--- config.mk ---
export PLATFORM = sky130hd
export DESIGN_NAME = uim_regs
export DESIGN_NICKNAME = d
export VERILOG_FILES = /design/src/design/uim_pkg.sv /design/src/design/uim_regs.sv
export SDC_FILE = /design/constraint.sdc
export NUM_CORES = 1
export LEC_CHECK = 0
export BUFFER_PORTS_ARGS = -buffer_cell sky130_fd_sc_hd__buf_2
export CORE_MARGIN = 4
export CORE_UTILIZATION = 50
export CTS_CLUSTER_DIAMETER = 30
export DETAILED_ROUTE_END_ITERATION = 16
export PLACE_DENSITY = 0.76
export SLEW_MARGIN = 20
export SYNTH_ARGS = -nofsm -noshare
export SYNTH_HDL_FRONTEND = slang
export SYNTH_SLANG_ARGS = --single-unit
--- constraint.sdc ---
create_clock -name clock -period 2 [get_ports clock]
set_clock_uncertainty 0.1 [all_clocks]
set_input_delay 0.3 -clock clock [delete_from_list [all_inputs] [get_ports clock]]
set_output_delay 0.3 -clock clock [all_outputs]
set_load 0.01 [all_outputs]
--- src/design/uim_pkg.sv ---
package uim_pkg;

    // ==========================================================
    // register offsets (byte addresses on the peripheral bus)
    localparam logic [7:0] OFS_RESET     = 8'h00;
    localparam logic [7:0] OFS_DEVADDR   = 8'h08;
    localparam logic [7:0] OFS_FUNCCTL   = 8'h0c;
    localparam logic [7:0] OFS_OTGCTL    = 8'h10;
    localparam logic [7:0] OFS_OTGFLAGS  = 8'h14;
    localparam logic [7:0] OFS_SERIAL    = 8'h18;
    localparam logic [7:0] OFS_EVFLAGS   = 8'h1c;
    localparam logic [7:0] OFS_STICKY    = 8'h20;
    localparam logic [7:0] OFS_PORTMASK  = 8'h24;
    localparam logic [7:0] OFS_FRAME     = 8'h28;
    localparam logic [7:0] OFS_PID       = 8'h2c;
    localparam logic [7:0] OFS_ENDPOINT  = 8'h30;
    localparam logic [7:0] OFS_EPMATCH   = 8'h34;
    localparam logic [7:0] OFS_GENCTL    = 8'h04;

    // ==========================================================
    // field positions and reset values
    localparam int          FLAG_W        = 7;
    localparam int          BIT_TOKEN     = 6;
    localparam int          BIT_SE0       = 5;
    localparam int          BIT_K         = 4;
    localparam int          BIT_J         = 3;
    localparam int          BIT_CRC16     = 2;
    localparam int          BIT_RXACT     = 1;
    localparam int          BIT_RXERR     = 0;
    localparam int          GEN_LSDEC     = 2;
    localparam int          SER_TXEN_N    = 1;
    localparam logic [2:0]  RST_OPMODE    = 3'h1;
    localparam logic        RST_TERMSEL   = 1'h1;
    localparam logic        RST_XCVRSEL   = 1'h1;
    localparam logic [7:0]  EP_MATCH_OR   = 8'h10;
    localparam logic [3:0]  PID_SOF       = 4'h5;

    // ==========================================================
    // line state codes
    localparam logic [1:0]  LS_SE0        = 2'h0;
    localparam logic [1:0]  LS_J          = 2'h1;
    localparam logic [1:0]  LS_K          = 2'h2;

    // ==========================================================
    // carriers
    typedef struct packed {
        logic       bvalid;
        logic       idGnd;
        logic       hostDis;
        logic       vbusVld;
        logic       sessVld;
        logic       sessEnd;
    } uim_otg_status_t;

    typedef struct packed {
        logic       extVbusInd;
        logic       drvVbusExt;
        logic       chrgVbus;
        logic       dischrgVbus;
        logic       dmPulldown;
        logic       dpPulldown;
        logic       idPullup;
    } uim_otg_ctl_t;

    typedef struct packed {
        logic       valid;
        logic [3:0] pid;
        logic [6:0] addr;
        logic [3:0] endp;
        logic [10:0] frame;
        logic       crc5Ok;
        logic       pidOk;
    } uim_token_t;

endpackage : uim_pkg

--- src/design/uim_regs.sv ---
// Notes on behaviour
// - hold 7-bit device address; only matching packets are forwarded.
// - function control drives opmode[4:2], termselect bit1, xcvrselect bit0.
// - otg control bits drive vbus, pull and id outputs; reset zero.
// - otg flags register mirrors transceiver status inputs read-only.
// - serial control reads back rxrcv, rxdm, rxdp on bits 6..4.
// - serial bits drive se0, data, serial mode; bit1 low enables tx.
// - flag 6 set on good token addressed to this device.
// - flags 5,4,3 set on line state se0, k, j.
// - flag 2 set when a data packet fails crc16.
// - flag 1 follows rxactive, flag 0 follows rxerror.
// - non-sticky flags 6..2 clear automatically when next packet arrives.
// - sticky flags hold until software writes one to that bit.
// - non-sticky flags 1 and 0 track their source, later changes overwrite.
// - each flag port is OR of flags selected by its 8-bit mask.
// - 11-bit frame number readable and writable as one field, loaded from sof tokens.
// - last received 4-bit packet id captured, resets to zero.
// - endpoint of the last non-sof token addressed to this device stored with a validity bit.
// - matched endpoint presented on receive port ORed with 0x10.
// - any write to reset register returns control, frame, pid, endpoint and flag registers to reset; rx port data is not cleared.
// - line-state flags produced only while decoder enable bit is set.
`timescale 1ns/1ns
`default_nettype none

module uim_regs
    import uim_pkg::*;
(
    input  wire logic                     clock,
    input  wire logic                     nrst,
    input  wire logic                     regWrite,
    input  wire logic                     regRead,
    input  wire logic [7:0]               regAddr,
    input  wire logic [31:0]              regWdata,
    output logic      [31:0]              regRdata,
    input  wire uim_pkg::uim_token_t      token,
    input  wire logic                     packetStart,
    input  wire logic                     dataCrcFail,
    input  wire logic [1:0]               lineState,
    input  wire logic                     rxActive,
    input  wire logic                     rxError,
    input  wire logic                     rxRcv,
    input  wire logic                     rxDm,
    input  wire logic                     rxDp,
    input  wire uim_pkg::uim_otg_status_t otgStatus,
    output logic                          packetAccept,
    output logic [2:0]                    opMode,
    output logic                          termSelect,
    output logic                          xcvrSelect,
    output uim_pkg::uim_otg_ctl_t         otgCtl,
    output logic                          txSe0,
    output logic                          txData,
    output logic                          txEnable_n,
    output logic                          fsLsSerial,
    output logic                          flagPortFirst,
    output logic                          flagPortSecond,
    output logic                          flagPortThird,
    output logic [7:0]                    rxPortData,
    output logic                          rxPortValid
);
    import uim_pkg::*;

    // ==========================================================
    // input synchronisers (transceiver pins are asynchronous)
    logic [15:0] pinMeta_reg;
    logic [15:0] pinSync_reg;
    always_ff @(posedge clock or negedge nrst) begin
        if (!nrst) begin
            pinMeta_reg <= 16'h0000;
            pinSync_reg <= 16'h0000;
        end else begin
            pinMeta_reg <= {lineState, rxActive, rxError, rxRcv, rxDm, rxDp,
                            otgStatus, 3'h0};
            pinSync_reg <= pinMeta_reg;
        end
    end
    logic [1:0]      lsSync;
    logic            rxActSync;
    logic            rxErrSync;
    logic [2:0]      rxSerSync;
    uim_otg_status_t otgSync;
    assign lsSync    = pinSync_reg[15:14];
    assign rxActSync = pinSync_reg[13];
    assign rxErrSync = pinSync_reg[12];
    assign rxSerSync = pinSync_reg[11:9];
    assign otgSync   = pinSync_reg[8:3];

    // ==========================================================
    // bus decode; a module-reset write acts as a synchronous clear
    logic modRst;
    assign modRst = regWrite && (regAddr == OFS_RESET);

    function automatic logic hit(input logic [7:0] a, input logic [7:0] o);
        hit = regWrite && (a == o);
    endfunction : hit

    // ==========================================================
    // control registers
    logic [6:0]  devAddr_reg;
    logic [7:0]  genCtl_reg;
    logic [4:0]  funcCtl_reg;
    logic [7:0]  otgCtl_reg;
    logic [3:0]  serial_reg;
    logic [6:0]  sticky_reg;
    logic [23:0] portMask_reg;
    logic [15:0] epMatch_reg;
    always_ff @(posedge clock or negedge nrst) begin
        if (!nrst) begin
            devAddr_reg  <= 7'h00;
            genCtl_reg   <= 8'h00;
            funcCtl_reg  <= {RST_OPMODE, RST_TERMSEL, RST_XCVRSEL};
            otgCtl_reg   <= 8'h00;
            serial_reg   <= 4'h2;
            sticky_reg   <= 7'h00;
            portMask_reg <= 24'h000000;
            epMatch_reg  <= 16'h0000;
        end else if (modRst) begin
            devAddr_reg  <= 7'h00;
            genCtl_reg   <= 8'h00;
            funcCtl_reg  <= {RST_OPMODE, RST_TERMSEL, RST_XCVRSEL};
            otgCtl_reg   <= 8'h00;
            serial_reg   <= 4'h2;
            sticky_reg   <= 7'h00;
            portMask_reg <= 24'h000000;
            epMatch_reg  <= 16'h0000;
        end else begin
            if (hit(regAddr, OFS_DEVADDR))  devAddr_reg  <= regWdata[6:0];
            if (hit(regAddr, OFS_GENCTL))   genCtl_reg   <= regWdata[7:0];
            if (hit(regAddr, OFS_FUNCCTL))  funcCtl_reg  <= regWdata[4:0];
            if (hit(regAddr, OFS_OTGCTL))   otgCtl_reg   <= regWdata[7:0];
            if (hit(regAddr, OFS_SERIAL))   serial_reg   <= regWdata[3:0];
            if (hit(regAddr, OFS_STICKY))   sticky_reg   <= regWdata[6:0];
            if (hit(regAddr, OFS_PORTMASK)) portMask_reg <= regWdata[23:0];
            if (hit(regAddr, OFS_EPMATCH))  epMatch_reg  <= regWdata[15:0];
        end
    end

    // ==========================================================
    // transceiver control outputs, registered
    always_ff @(posedge clock or negedge nrst) begin
        if (!nrst) begin
            opMode     <= RST_OPMODE;
            termSelect <= RST_TERMSEL;
            xcvrSelect <= RST_XCVRSEL;
            otgCtl     <= '0;
            txSe0      <= 1'b0;
            txData     <= 1'b0;
            txEnable_n <= 1'b1;
            fsLsSerial <= 1'b0;
        end else begin
            opMode     <= funcCtl_reg[4:2];
            termSelect <= funcCtl_reg[1];
            xcvrSelect <= funcCtl_reg[0];
            otgCtl     <= {otgCtl_reg[7:6], otgCtl_reg[4:0]};
            txSe0      <= serial_reg[3];
            txData     <= serial_reg[2];
            txEnable_n <= serial_reg[SER_TXEN_N];
            fsLsSerial <= serial_reg[0];
        end
    end

    // ==========================================================
    // token handling
    logic tokGood;
    logic tokMine;
    assign tokGood = token.valid && token.crc5Ok && token.pidOk;
    assign tokMine = tokGood && (token.addr == devAddr_reg);

    logic [10:0] frame_reg;
    logic [3:0]  pid_reg;
    logic [4:0]  endp_reg;
    always_ff @(posedge clock or negedge nrst) begin
        if (!nrst) begin
            frame_reg <= 11'h000;
            pid_reg   <= 4'h0;
            endp_reg  <= 5'h00;
        end else if (modRst) begin
            frame_reg <= 11'h000;
            pid_reg   <= 4'h0;
            endp_reg  <= 5'h00;
        end else begin
            if (hit(regAddr, OFS_FRAME))
                frame_reg <= regWdata[10:0];
            else if (tokGood && token.pid == PID_SOF)
                frame_reg <= token.frame;
            if (token.valid)
                pid_reg <= token.pid;
            if (tokMine && token.pid != PID_SOF)
                endp_reg <= {1'b1, token.endp};
        end
    end

    // forward matching packets; special endpoints tagged on rx port
    always_ff @(posedge clock or negedge nrst) begin
        if (!nrst) begin
            packetAccept <= 1'b0;
            rxPortValid  <= 1'b0;
            rxPortData   <= 8'h00;
        end else begin
            packetAccept <= tokMine && !modRst;
            rxPortValid  <= tokMine && !modRst;
            if (tokMine)
                rxPortData <= epMatch_reg[token.endp]
                              ? (EP_MATCH_OR | {4'h0, token.endp})
                              : {4'h0, token.endp};
        end
    end

    // ==========================================================
    // event flags: set wins over software clear
    logic [6:0] flags_reg;
    logic [6:0] flagSrc;
    logic       lsEn;
    assign lsEn = genCtl_reg[GEN_LSDEC];
    always_comb begin
        flagSrc              = 7'h00;
        flagSrc[BIT_TOKEN]   = tokMine;
        flagSrc[BIT_SE0]     = lsEn && lsSync == LS_SE0;
        flagSrc[BIT_K]       = lsEn && lsSync == LS_K;
        flagSrc[BIT_J]       = lsEn && lsSync == LS_J;
        flagSrc[BIT_CRC16]   = dataCrcFail;
        flagSrc[BIT_RXACT]   = rxActSync;
        flagSrc[BIT_RXERR]   = rxErrSync;
    end

    logic [6:0] flagClr;
    assign flagClr = hit(regAddr, OFS_EVFLAGS) ? regWdata[6:0] : 7'h00;

    always_ff @(posedge clock or negedge nrst) begin
        if (!nrst) begin
            flags_reg <= 7'h00;
        end else if (modRst) begin
            flags_reg <= 7'h00;
        end else begin
            for (int i = 0; i < FLAG_W; i++) begin
                if (sticky_reg[i]) begin
                    if (flagSrc[i])
                        flags_reg[i] <= 1'b1;
                    else if (flagClr[i])
                        flags_reg[i] <= 1'b0;
                end else if (i == BIT_RXACT || i == BIT_RXERR) begin
                    flags_reg[i] <= flagSrc[i];
                end else if (flagSrc[i]) begin
                    flags_reg[i] <= 1'b1;
                end else if (packetStart) begin
                    flags_reg[i] <= 1'b0;
                end
            end
        end
    end

    // flag ports: one cycle behind the flags, straight from flops
    always_ff @(posedge clock or negedge nrst) begin
        if (!nrst) begin
            flagPortFirst  <= 1'b0;
            flagPortSecond <= 1'b0;
            flagPortThird  <= 1'b0;
        end else begin
            flagPortFirst  <= |({1'b0, flags_reg} & portMask_reg[7:0]);
            flagPortSecond <= |({1'b0, flags_reg} & portMask_reg[15:8]);
            flagPortThird  <= |({1'b0, flags_reg} & portMask_reg[23:16]);
        end
    end

    // ==========================================================
    // read data, registered; unmapped and write-only read as zero
    always_ff @(posedge clock or negedge nrst) begin
        if (!nrst) begin
            regRdata <= 32'h00000000;
        end else if (regRead) begin
            unique case (regAddr)
                OFS_DEVADDR:  regRdata <= {25'h0, devAddr_reg};
                OFS_GENCTL:   regRdata <= {24'h0, genCtl_reg};
                OFS_FUNCCTL:  regRdata <= {27'h0, funcCtl_reg};
                OFS_OTGCTL:   regRdata <= {24'h0, otgCtl_reg[7:6], 1'b0,
                                           otgCtl_reg[4:0]};
                OFS_OTGFLAGS: regRdata <= {26'h0, otgSync};
                OFS_SERIAL:   regRdata <= {25'h0, rxSerSync,
                                           serial_reg};
                OFS_EVFLAGS:  regRdata <= {25'h0, flags_reg};
                OFS_STICKY:   regRdata <= {25'h0, sticky_reg};
                OFS_PORTMASK: regRdata <= {8'h0, portMask_reg};
                OFS_FRAME:    regRdata <= {21'h0, frame_reg};
                OFS_PID:      regRdata <= {28'h0, pid_reg};
                OFS_ENDPOINT: regRdata <= {27'h0, endp_reg};
                OFS_EPMATCH:  regRdata <= {16'h0, epMatch_reg};
                default:      regRdata <= 32'h00000000;
            endcase
        end
    end

    // ==========================================================
    // checks
    chk_addr_filter: assert property (
        @(posedge clock) disable iff (!nrst)
        packetAccept |-> $past(token.valid) && $past(token.addr) ==
        $past(devAddr_reg)) else $error("accepted foreign packet");
    chk_func_out: assert property (
        @(posedge clock) disable iff (!nrst)
        !$past(modRst) |-> opMode == $past(funcCtl_reg[4:2]))
        else $error("opmode not from control");
    chk_txen_pol: assert property (
        @(posedge clock) disable iff (!nrst)
        $past(serial_reg[1]) == 1'b0 |-> !txEnable_n)
        else $error("tx enable polarity");
    chk_ls_gate: assert property (
        @(posedge clock) disable iff (!nrst)
        !lsEn && !modRst && !$past(modRst) && flags_reg[5:3] == 3'h0
        |=> flags_reg[5:3] == 3'h0)
        else $error("line flag while decoder off");
    chk_sticky_hold: assert property (
        @(posedge clock) disable iff (!nrst)
        sticky_reg[2] && flags_reg[2] && !flagClr[2] && !modRst
        |=> flags_reg[2]) else $error("sticky flag lost");
    chk_set_wins: assert property (
        @(posedge clock) disable iff (!nrst)
        dataCrcFail && !modRst |=> flags_reg[2])
        else $error("crc16 event lost");
    chk_rxact_track: assert property (
        @(posedge clock) disable iff (!nrst)
        !sticky_reg[1] && !modRst |=> flags_reg[1] == $past(rxActSync))
        else $error("rxactive flag not tracking");
    chk_mod_reset: assert property (
        @(posedge clock) disable iff (!nrst)
        modRst |=> devAddr_reg == 7'h00 && endp_reg == 5'h00 &&
        flags_reg == 7'h00) else $error("module reset incomplete");
    chk_port_or: assert property (
        @(posedge clock) disable iff (!nrst)
        |({1'b0, flags_reg} & portMask_reg[7:0]) |=> flagPortFirst)
        else $error("flag port first missed");
    chk_port_third: assert property (
        @(posedge clock) disable iff (!nrst)
        |({1'b0, flags_reg} & portMask_reg[23:16]) |=> flagPortThird)
        else $error("flag port third missed");
    chk_pid_capture: assert property (
        @(posedge clock) disable iff (!nrst)
        token.valid && !modRst |=> pid_reg == $past(token.pid))
        else $error("packet id not captured");
    chk_frame_sof: assert property (
        @(posedge clock) disable iff (!nrst)
        tokGood && token.pid == PID_SOF && !modRst &&
        !(regWrite && regAddr == OFS_FRAME)
        |=> frame_reg == $past(token.frame)) else $error("frame not loaded");
    chk_endp_store: assert property (
        @(posedge clock) disable iff (!nrst)
        tokMine && token.pid != PID_SOF && !modRst
        |=> endp_reg == {1'b1, $past(token.endp)})
        else $error("endpoint not stored");
    chk_ep_tag: assert property (
        @(posedge clock) disable iff (!nrst)
        tokMine && epMatch_reg[token.endp]
        |=> rxPortData[4] && rxPortData[3:0] == $past(token.endp))
        else $error("matched endpoint not tagged");
    chk_token_flag: assert property (
        @(posedge clock) disable iff (!nrst)
        tokMine && !modRst |=> flags_reg[BIT_TOKEN])
        else $error("token flag not set");
    chk_line_se0: assert property (
        @(posedge clock) disable iff (!nrst)
        lsEn && lsSync == LS_SE0 && !modRst |=> flags_reg[BIT_SE0])
        else $error("se0 flag not set");
    chk_pkt_clear: assert property (
        @(posedge clock) disable iff (!nrst)
        packetStart && !sticky_reg[BIT_TOKEN] && !tokMine && !modRst
        |=> !flags_reg[BIT_TOKEN])
        else $error("plain flag kept over packet");
    chk_sticky_clr: assert property (
        @(posedge clock) disable iff (!nrst)
        sticky_reg[BIT_CRC16] && flagClr[BIT_CRC16] && !dataCrcFail &&
        !modRst |=> !flags_reg[BIT_CRC16])
        else $error("sticky flag not cleared");
    chk_otg_out: assert property (
        @(posedge clock) disable iff (!nrst)
        otgCtl == $past({otgCtl_reg[7:6], otgCtl_reg[4:0]}))
        else $error("otg outputs not from control");
    chk_tx_out: assert property (
        @(posedge clock) disable iff (!nrst)
        {txSe0, txData, fsLsSerial} == $past({serial_reg[3:2], serial_reg[0]}))
        else $error("serial outputs not from control");
    chk_rxerr_track: assert property (
        @(posedge clock) disable iff (!nrst)
        !sticky_reg[BIT_RXERR] && !modRst
        |=> flags_reg[BIT_RXERR] == $past(rxErrSync))
        else $error("rxerror flag not tracking");

endmodule : uim_regs
`default_nettype wire

==> results.toml, run 1 <==
[clock_tree]
clk_latency_ns = 0.44
cts.sinks = 180
cts_tree = "done"
clock_path_buffers = 2
htree_levels = 4
cts-buffers-inserted = 17
clk_pin_slew_ns = 0.07
clockRootBuffer = "clkbuf_16"

[timing]
rsz0062_at_grt = "no"
fin_crit_sh_pct = 94.4
slew_headroom_pct = 58.8
tightest_slew_ns = 0.618
layout_setup_ws_ns = 0.112
fmax_mhz = 530
period_needed_ns = 1.89
setup_viol = 0
hold_viol_final = 0
final_max_slew_viol_count = 0

[yosys]
syn_avg_cell_area_um2 = 10.4
synthCells = 779
netlist_area_um2 = 8120
synth-seq-cells = 180
ys.flop_type = "dfrtp_1"
ys_types = 56
synth_edf_count = 0
yosysSeqAreaShare_pct = 55.6
yosys_warnings = 0
synth-async-reset-ratio_pct = 100

[global_routing]
grt_pass1_vias = 6650
globalRouteOverflowTotal = 0
grt_use_total_pct = 27.0
grt_busiest_layer = "met2"
grt_max_degree = 61
grtUsageMet1_pct = 38.3
use_met3_pct = 4.64
antenna_found_initial = 0
grt_pass1_wl_um = 37400
met2_usage_pct = 41.4

[routing]
wl_per_cell_um = 20.2
drtIter0Drc = 687
vias = 6832
totalWireLength_um = 24200
routed_via_density = 5.72
drt-pass1-iter-count = 5
ant_nets = 0
post-route-drc-count = 0

[setup_path]
worstPathRequired_ns = 2.23
crit_fanout = 5
crit_type = "reg2reg"
max_stage_delay_ns = 0.41
start_kind = "flop"
arrival_ns = 2.12
slowest_stage = "dfrtp_1"
path_cells = "xor2_1, nor4_2, nor4bb_2, buf_4, mux2i_1, nor2_1"
critPathTopFamily = "simple AND/OR/NAND/NOR gates"
cp.buffers_inverters = 1
end_kind = "flop"

[floorplan]
start_util_pct = 51.1
rows = 46
chipWidth_um = 135
die_h_um = 135
core_area_um2 = 15900
ios = 149
die_area_um2 = 18400

[finish]
fin_nets = 1053
area_growth_pct = 25.1
diodes = 0
final_area_um2 = 10200
drive_gt1_share_pct = 29.6

[power_and_ir_drop]
pwr_density_cell_nw_per_um2 = 804
switching_share_pct = 26.4
power_leakage_uw = 0.00482
p_seq_share_pct = 49.8
clkPwrFrac_pct = 40.0
p_sw_uw = 2160
power_frac_comb_pct = 10.2
p_int_uw = 6010
ir_worst_vdd_v = 0.000654

[place]
io_buffer_count = 129
place_hpwl_um = 17500
place_area_um2 = 9330
gp_congestion = 1.05
dpl_worst_slack_ns = -0.152

[hold_path]
worst_hold_path_type = "in2reg"

[status]
outcome = "complete, no violations"

[run]
drv_cap = 0
==> power by group through the flow <==
| stage | sequential (uW) | combinational (uW) | clock [uW] |
|---|---|---|---|
| floorplan | 4080 | 402 | 0 |
| global placement | 4120 | 771 | 0 |
| CTS | 4060 | 827 | 3290 |
| detailed placement | 4130 | 789 | 0 |
| finish | 4060 | 832 | 3270 |
| global route | 4090 | 916 | 3460 |
==> stage by stage <==
| stage | std cells | TNS, ns | hold WS (ns) | utilization (%) | total power (uW) |
|---|---|---|---|---|---|
| after CTS | 1192 | 0 | 0.000904 | 63.8 | 8180 |
| after detailed placement | 1137 | -3.79 | 0.218 | 58.7 | 4920 |
| final | 1194 | 0 | 0.00755 | 64.0 | 8170 |
| after global placement | 1137 | -2.66 | 0.220 | 58.7 | 4890 |
| after global routing | 1194 | 0 | 0.00480 | 64.0 | 8460 |
| after floorplan | 789 | 0 | -0.0956 | - | 4480 |
==> Yosys cell counts, types with 4 or more instances <==
cell | n | share of area, %
nand4_1 | 10 | 0.77
nor4_1 | 6 | 0.46
mux4_2 | 7 | 1.9
nand2_2 | 6 | 0.46
inv_1 | 18 | 0.83
xor2_1 | 6 | 0.65
mux2_2 | 13 | 1.8
buf_2 | 18 | 1.1
dfstp_2 | 8 | 2.6
a21oi_2 | 7 | 0.75
nand3b_1 | 5 | 0.46
a22o_1 | 9 | 0.97
and3_1 | 7 | 0.54
a31oi_1 | 7 | 0.54
mux2i_1 | 37 | 4.6
o21ai_0 | 28 | 1.7
buf_4 | 15 | 1.4
clkbuf_1 | 29 | 1.3
nand2_1 | 115 | 5.3
dfrtp_1 | 172 | 53
a22oi_1 | 26 | 2.4
o22ai_1 | 12 | 0.92
nor2b_1 | 4 | 0.31
nand3_1 | 43 | 2.6
nor2_1 | 53 | 2.4
a21oi_1 | 60 | 3.7
a211oi_1 | 13 | 1.2
==> repair_timing <==
action | 4_1_cts | 5_1_grt
pin swaps | 0 | 1
endpoints found under the hold margin | 75 | 0
resized for setup | 1 | 1
gates cloned | 0 | 0
hold buffers | 23 | 0
endpoints found under the setup margin | 4 | 9
buffers inserted | 0 | 2
==> final cells by class <==
class                           instances  area [um2]
Clock buffer                           18         429
Clock inverter                         14         144
Fill cell                            1308        5720
Inverter                               18        67.6
Multi-Input combinational cell        522        3210
Sequential cell                       180        4510
Tap cell                              216         270
Timing Repair Buffer                  226        1530
==> path summary, 6_finish.rpt <==
kind	depth (start not counted)	slack [ns]	startpoint	end
max	6	0.11	devAddr_reg[1]$_DFFE_PN0P_	endp_reg[0]$_DFFE_PN0P_
min	2	0.008	regWdata[18]	portMask_reg[18]$_DFFE_PN0P_
max reg2reg	6	0.11	devAddr_reg[1]$_DFFE_PN0P_	endp_reg[0]$_DFFE_PN0P_
min reg2reg	0	0.25	pinMeta_reg[10]$_DFF_PN0_	pinSync_reg[10]$_DFF_PN0_
max in group asynchronous	3	0.80	nrst	termSelect$_DFF_PN1_
min in group asynchronous	2	0.31	nrst	devAddr_reg[2]$_DFFE_PN0P_
==> cells by family (layout without fill, tap and decap cells) <==
| group | count (synthesis) | count (layout) | synth area share, % |
|---|---|---|---|
| xor+xnor | 7 | 7 | 0.755 |
| mux | 57 | 57 | 8.30 |
| compound gates | 175 | 175 | 13.7 |
| other cells | 1 | 11 | 0.0462 |
| flops | 180 | 180 | 55.6 |
| simple gates | 272 | 272 | 16.1 |
| buf+inv | 87 | 276 | 5.54 |
==> routing by layer <==
metal  up-vias  share of wire, %  wire, um
met5         -                 0         0
met4         0               3.0       717
met3        58               7.8      1890
met2       310                47     11400
met1      3353                42     10200
li1       3111                 -         -
==> worst reg2reg max path: cells and delay by family (launching register included) <==
| family | cells | cell delay (ns) |
|---|---|---|
| flip-flops | 1 | 0.41 |
| buffers and inverters | 1 | 0.24 |
| XOR/XNOR | 1 | 0.18 |
| AND/OR/NAND/NOR | 3 | 0.63 |
| multiplexers | 1 | 0.23 |
==> cell usage in the layout, fill, tap and decap left out, types with 5 or more instances in the layout <==
master,Yosys,routed
dlygate4sd3_1,0,23
nand2_1,115,115
a211oi_1,13,13
buf_2,18,128
a21oi_1,60,60
nor2_1,53,53
mux4_2,7,7
mux2i_1,37,37
and3_1,7,7
a22oi_1,26,26
dfrtp_1,172,172
inv_1,18,18
nor4_1,6,5
o21ai_0,28,28
a22o_1,9,9
o22ai_1,12,12
a21oi_2,7,7
mux2_2,13,13
a31oi_1,7,7
buf_12,0,7
xor2_1,6,6
dfstp_2,8,8
clkbuf_16,0,17
nand4_1,10,10
conb_1,1,11
nand3b_1,5,5
buf_4,15,67
nand3_1,43,43
nand2_2,6,6
No activity file was read; power rests on OpenSTA's default activity.
==> run 2, diff against run 1 <==
--- a/config.mk
+++ b/config.mk
@@ -7,10 +7,10 @@
 export LEC_CHECK = 0
 export BUFFER_PORTS_ARGS = -buffer_cell sky130_fd_sc_hd__buf_2
 export CORE_MARGIN = 4
-export CORE_UTILIZATION = 50
+export CORE_UTILIZATION = 42
 export CTS_CLUSTER_DIAMETER = 30
 export DETAILED_ROUTE_END_ITERATION = 16
-export PLACE_DENSITY = 0.76
+export PLACE_DENSITY = 0.65
 export SLEW_MARGIN = 20
 export SYNTH_ARGS = -nofsm -noshare
 export SYNTH_HDL_FRONTEND = slang
==> results.toml, run 2 (synthesized netlist as in run 1, its figures left out) <==
[timing]
final_max_slew_viol_count = 0
tightest_slew_ns = 0.708
setup_viol = 0
rsz0062_at_grt = "no"
fmax_mhz = 523
slew_headroom_pct = 52.1
hold_viol_final = 0
period_needed_ns = 1.91
fin_crit_sh_pct = 95.5

[routing]
ant_nets = 0
post-route-drc-count = 0
wl_per_cell_um = 20.1
routed_via_density = 5.46
drt-pass1-iter-count = 5
totalWireLength_um = 24700
vias = 6702
drtIter0Drc = 601

[setup_path]
crit_fanout = 5
worstPathRequired_ns = 2.21
rr_startpoint = "devAddr_reg[2]$_DFFE_PN0P_"
path_cells = "xor2_1, nor4_2, nor4bb_4, buf_6, mux2i_1, nor2_1"
crit_type = "reg2reg"
start_kind = "flop"
max_stage_delay_ns = 0.42
end_kind = "flop"
slowest_stage = "dfrtp_1"
arrival_ns = 2.12
reg2reg_setup_slack_ns = 0.09
r2r_end = "endp_reg[3]$_DFFE_PN0P_"
reg2reg_depth = 6

[power_and_ir_drop]
clkPwrFrac_pct = 42.3
p_int_uw = 6360
p_seq_share_pct = 47.9
switching_share_pct = 25.0
power_leakage_uw = 0.00481
power_frac_comb_pct = 9.8
pwr_density_cell_nw_per_um2 = 831
p_sw_uw = 2120
ir_worst_vdd_v = 0.000622

[hold_path]
worstHoldStart = "regWdata[23]"
min_path_cells = 2
min_to = "portMask_reg[23]$_DFFE_PN0P_"
worst_hold_path_type = "in2reg"

[clock_tree]
clk_latency_ns = 0.44
cts-buffers-inserted = 17
clock_path_buffers = 2
clk_pin_slew_ns = 0.07
cts.sinks = 180
htree_levels = 4
clockRootBuffer = "clkbuf_16"
cts_tree = "done"

[place]
place_area_um2 = 9310
io_buffer_count = 129
place_hpwl_um = 17800
place_inst = 1171
gp_congestion = 0.993

[finish]
final_cell_mix = "172 x dfrtp_1, 128 x buf_2, 115 x nand2_1, 60 x a21oi_1, 55 x buf_4"
layout_commonest_cell = "dfrtp_1"
final_area_um2 = 10200
fin_nets = 1043
stdcell_count = 1228
area_growth_pct = 25.7
diodes = 0
drive_gt1_share_pct = 28.8

[floorplan]
die_area_um2 = 21600
start_util_pct = 43.0
chipWidth_um = 147
die_h_um = 147
rows = 50
ios = 149
core_area_um2 = 18900

[run]
drv_cap = 0

[global_routing]
globalRouteOverflowTotal = 0
grt_pass1_vias = 6739
antenna_found_initial = 0
grt_pass1_wl_um = 38500
grt_max_degree = 53
grt_use_total_pct = 23.1

[status]
outcome = "complete, no violations"
## run 2: cell types whose count changed in the layout (fill, tap and decap cells not counted)
cell           delta
clkbuf_1          -1
nor4bb_4          +1
inv_8             -1
dlygate4sd3_1     +1
buf_6             +1
nor4bb_2          -1
clkinvlp_4        -2
clkinv_2          +3
buf_4            -12
bufinv_16         +3
inv_6             -2
## run 2: final cells by class
| class | instances | area [um2] |
|---|---|---|
| well taps | 260 | 325 |
| multi-input cells | 522 | 3220 |
| clock buffers | 17 | 425 |
| flip-flops and latches | 180 | 4510 |
| repair buffers | 216 | 1460 |
| clock inverters | 15 | 205 |
| fillers | 1711 | 8680 |
| inverters | 18 | 67.6 |
## run 2: metrics by stage
step                      hold slack [ns]  TNS (ns)  util, %  worst slack (ns)  total power [uW]
after floorplan                   -0.0956         0        -            0.0366              4480
after global placement              0.153    -0.225     49.3           -0.0927              4900
after detailed placement            0.153    -0.323     49.3           -0.0572              4910
after CTS                         0.00201         0     53.8            0.0243              8520
after global routing               0.0123         0     54.1          0.000729              8820
final                              0.0127         0     54.1            0.0890              8480
## run 2: critical path, delay by kind of cell (launching register included)
family	cells	cell delay, ns
muxes	1	0.19
and+or+nand+nor	3	0.70
xor gates and xnor gates	1	0.18
buffers and inverters	1	0.19
DFF	1	0.42
## run 2: what timing repair did
item	4_1_cts	5_1_grt
endpoints found under the setup margin	4	4
endpoints found under the hold margin	60	2
buffers inserted	0	1
pin swaps	0	1
hold buffers	22	2
resized for setup	1	3
## run 2: worst max-delay path by stage
stage | startpoint | to
global placement | regAddr[4] | regRdata[0]$_DFFE_PN0P_
detailed placement | regAddr[4] | regRdata[0]$_DFFE_PN0P_
finish | devAddr_reg[2]$_DFFE_PN0P_ | endp_reg[3]$_DFFE_PN0P_
floorplan | regAddr[3] | epMatch_reg[10]$_DFFE_PN0P_
global route | devAddr_reg[2]$_DFFE_PN0P_ | endp_reg[0]$_DFFE_PN0P_
CTS | devAddr_reg[3]$_DFFE_PN0P_ | endp_reg[1]$_DFFE_PN0P_
## run 2: metal layers
layer | track usage (%) | up-vias | wire (um) | share of wire [%]
li1 | - | 3091 | - | -
met1 | 32.7 | 3281 | 10600 | 43
met2 | 35.8 | 285 | 11600 | 47
met3 | 4.53 | 45 | 1790 | 7.3
met4 | 7.92 | 0 | 679 | 2.7
met5 | 0 | - | 0 | 0
## run 2: power groups by stage
stage | sequential, uW | clock (uW) | combinational, uW
2_1_floorplan | 4080 | 0 | 402
3_3_place_gp | 4120 | 0 | 774
6_report | 4060 | 3590 | 827
4_1_cts | 4060 | 3640 | 824
3_5_place_dp | 4130 | 0 | 786
5_1_grt | 4090 | 3820 | 915
==> run 3, diff against run 2 <==
--- a/config.mk
+++ b/config.mk
@@ -6,8 +6,8 @@
 export NUM_CORES = 1
 export LEC_CHECK = 0
 export BUFFER_PORTS_ARGS = -buffer_cell sky130_fd_sc_hd__buf_2
-export CORE_MARGIN = 4
 export CORE_UTILIZATION = 42
+export CTS_BUF_LIST = sky130_fd_sc_hd__clkbuf_2 sky130_fd_sc_hd__clkbuf_4 sky130_fd_sc_hd__clkbuf_8
 export CTS_CLUSTER_DIAMETER = 30
 export DETAILED_ROUTE_END_ITERATION = 16
 export PLACE_DENSITY = 0.65
==> results.toml, run 3 (synthesized netlist as in run 1, its figures left out) <==
[setup_path]
arrival_ns = 2.11
reg2reg_setup_slack_ns = 0.16
path_depth = 3
max_stage_delay_ns = 0.48
end_kind = "flop"
critical_path.endpoint = "rxPortData[4]$_DFFE_PN0P_"
slowest_stage = "mux4_2"
reg2reg_depth = 3
r2r_end = "rxPortData[4]$_DFFE_PN0P_"
start_kind = "flop"
worstPathRequired_ns = 2.27
cp_common_cell = "mux4_2"
critPathTopFamily = "multiplexers"
crit_fanout = 3
cp.buffers_inverters = 0
crit_path_start = "epMatch_reg[14]$_DFFE_PN0P_"
path_cells = "mux4_2, mux4_2, mux2_2"
rr_startpoint = "epMatch_reg[14]$_DFFE_PN0P_"
crit_type = "reg2reg"

[timing]
tightest_slew_ns = 0.535
rsz0062_at_grt = "yes"
fmax_mhz = 543
period_needed_ns = 1.84
layout_setup_ws_ns = 0.157
slew_headroom_pct = 64.0
fin_crit_sh_pct = 92.1
hold_viol_final = 0
final_max_slew_viol_count = 0
setup_viol = 0
fin_tns_setup_ns = 0

[floorplan]
rows = 50
core_area_um2 = 18800
ios = 149
chipWidth_um = 141
start_util_pct = 43.1
die_area_um2 = 19900
die_h_um = 141

[routing]
vias = 6774
drt-pass1-iter-count = 5
wl_per_cell_um = 19.3
totalWireLength_um = 24100
post-route-drc-count = 0
ant_nets = 0
routed_via_density = 5.44
drtIter0Drc = 536

[global_routing]
grt_use_total_pct = 25.2
grt_max_degree = 46
grt_pass1_vias = 6490
antenna_found_initial = 0
globalRouteOverflowTotal = 0
grt_pass1_wl_um = 37200

[status]
outcome = "complete, no violations"

[power_and_ir_drop]
finalPower_uw = 7330
ir_worst_vdd_v = 0.000448
pwr_density_cell_nw_per_um2 = 725
power_leakage_uw = 0.00477

[clock_tree]
htree_levels = 4
cts.sinks = 180
clk_latency_ns = 0.49
clockRootBuffer = "clkbuf_8"
cts_tree = "done"
clk_pin_slew_ns = 0.09
cts-buffers-inserted = 17
clock_path_buffers = 2

[finish]
regArea_um2 = 4510
multiInputGateArea_um2 = 3210
area_growth_pct = 24.4
diodes = 0
final_cell_mix = "172 x dfrtp_1, 128 x buf_2, 115 x nand2_1, 63 x buf_4, 60 x a21oi_1"
fillers = 1716
drive_gt1_share_pct = 29.0
layout_commonest_cell = "dfrtp_1"
fin_nets = 1061

[run]
drv_cap = 0

[place]
gp_congestion = 0.950
dpl_worst_slack_ns = -0.0365
io_buffer_count = 129
place_hpwl_um = 17500

[hold_path]
worst_hold_path_type = "in2reg"
run 3: timing repair:
action	in CTS	in global routing
hold buffers	35	0
gates resized for setup	0	2
hold endpoints to repair	81	0
endpoints found under the setup margin	0	7
setup buffers	0	1
run 3: layout make-up:
| class | count | area share (%) |
|---|---|---|
| clock inverters | 14 | 1.27 |
| clock buffers | 18 | 2.45 |
| multi-input cells | 522 | 31.8 |
| inverters | 18 | 0.668 |
| flip-flops and latches | 180 | 44.7 |
| repair buffers | 234 | 16.0 |
| well taps | 260 | 3.22 |
run 3: worst min path at each step:
stage / startpoint / endpoint / depth (start not counted) / slack (ns)
global placement: nrst / devAddr_reg[1]$_DFFE_PN0P_ / 1 / 0.17
CTS: token[15] / endp_reg[2]$_DFFE_PN0P_ / 3 / 0.01
detailed placement: nrst / rxPortValid$_DFF_PN0_ / 1 / 0.18
floorplan: nrst / devAddr_reg[0]$_DFFE_PN0P_ / 0 / -0.1
finish: token[15] / endp_reg[2]$_DFFE_PN0P_ / 3 / 0.02
global route: token[15] / rxPortData[2]$_DFFE_PN0P_ / 2 / 0.01
run 3: layer usage:
metal  GRT usage, %  wire [um]  up-vias
li1               -          -     3120
met1           35.5      10900     3333
met2           39.3      11100      286
met3           4.28       1530       35
met4           8.81        553        0
met5              0          0        -
run 3: worst register-to-register path, cell delays in order, from the launching register on:
cell and delay [ns]:
dfrtp_1 0.42, mux4_2 0.47, mux4_2 0.48, mux2_2 0.27
run 3: power breakdown:
| group | switching, uW | leakage [uW] | internal, uW |
|---|---|---|---|
| Combinational | 459 | 0.00222 | 386 |
| Clock | 1390 | 0.000191 | 1030 |
| Sequential | 174 | 0.00236 | 3880 |
| Total | 2030 | 0.00477 | 5300 |
run 3: through the flow:
step                utilization, %  std cells  area, um2  hold slack (ns)
global route                  53.7       1246      10100          0.00987
floorplan                        -        789       8160          -0.0956
CTS                           53.6       1245      10100           0.0106
detailed placement            49.7       1178       9360            0.177
global placement              49.7       1178       9360            0.170
finish                        53.7       1246      10100           0.0212
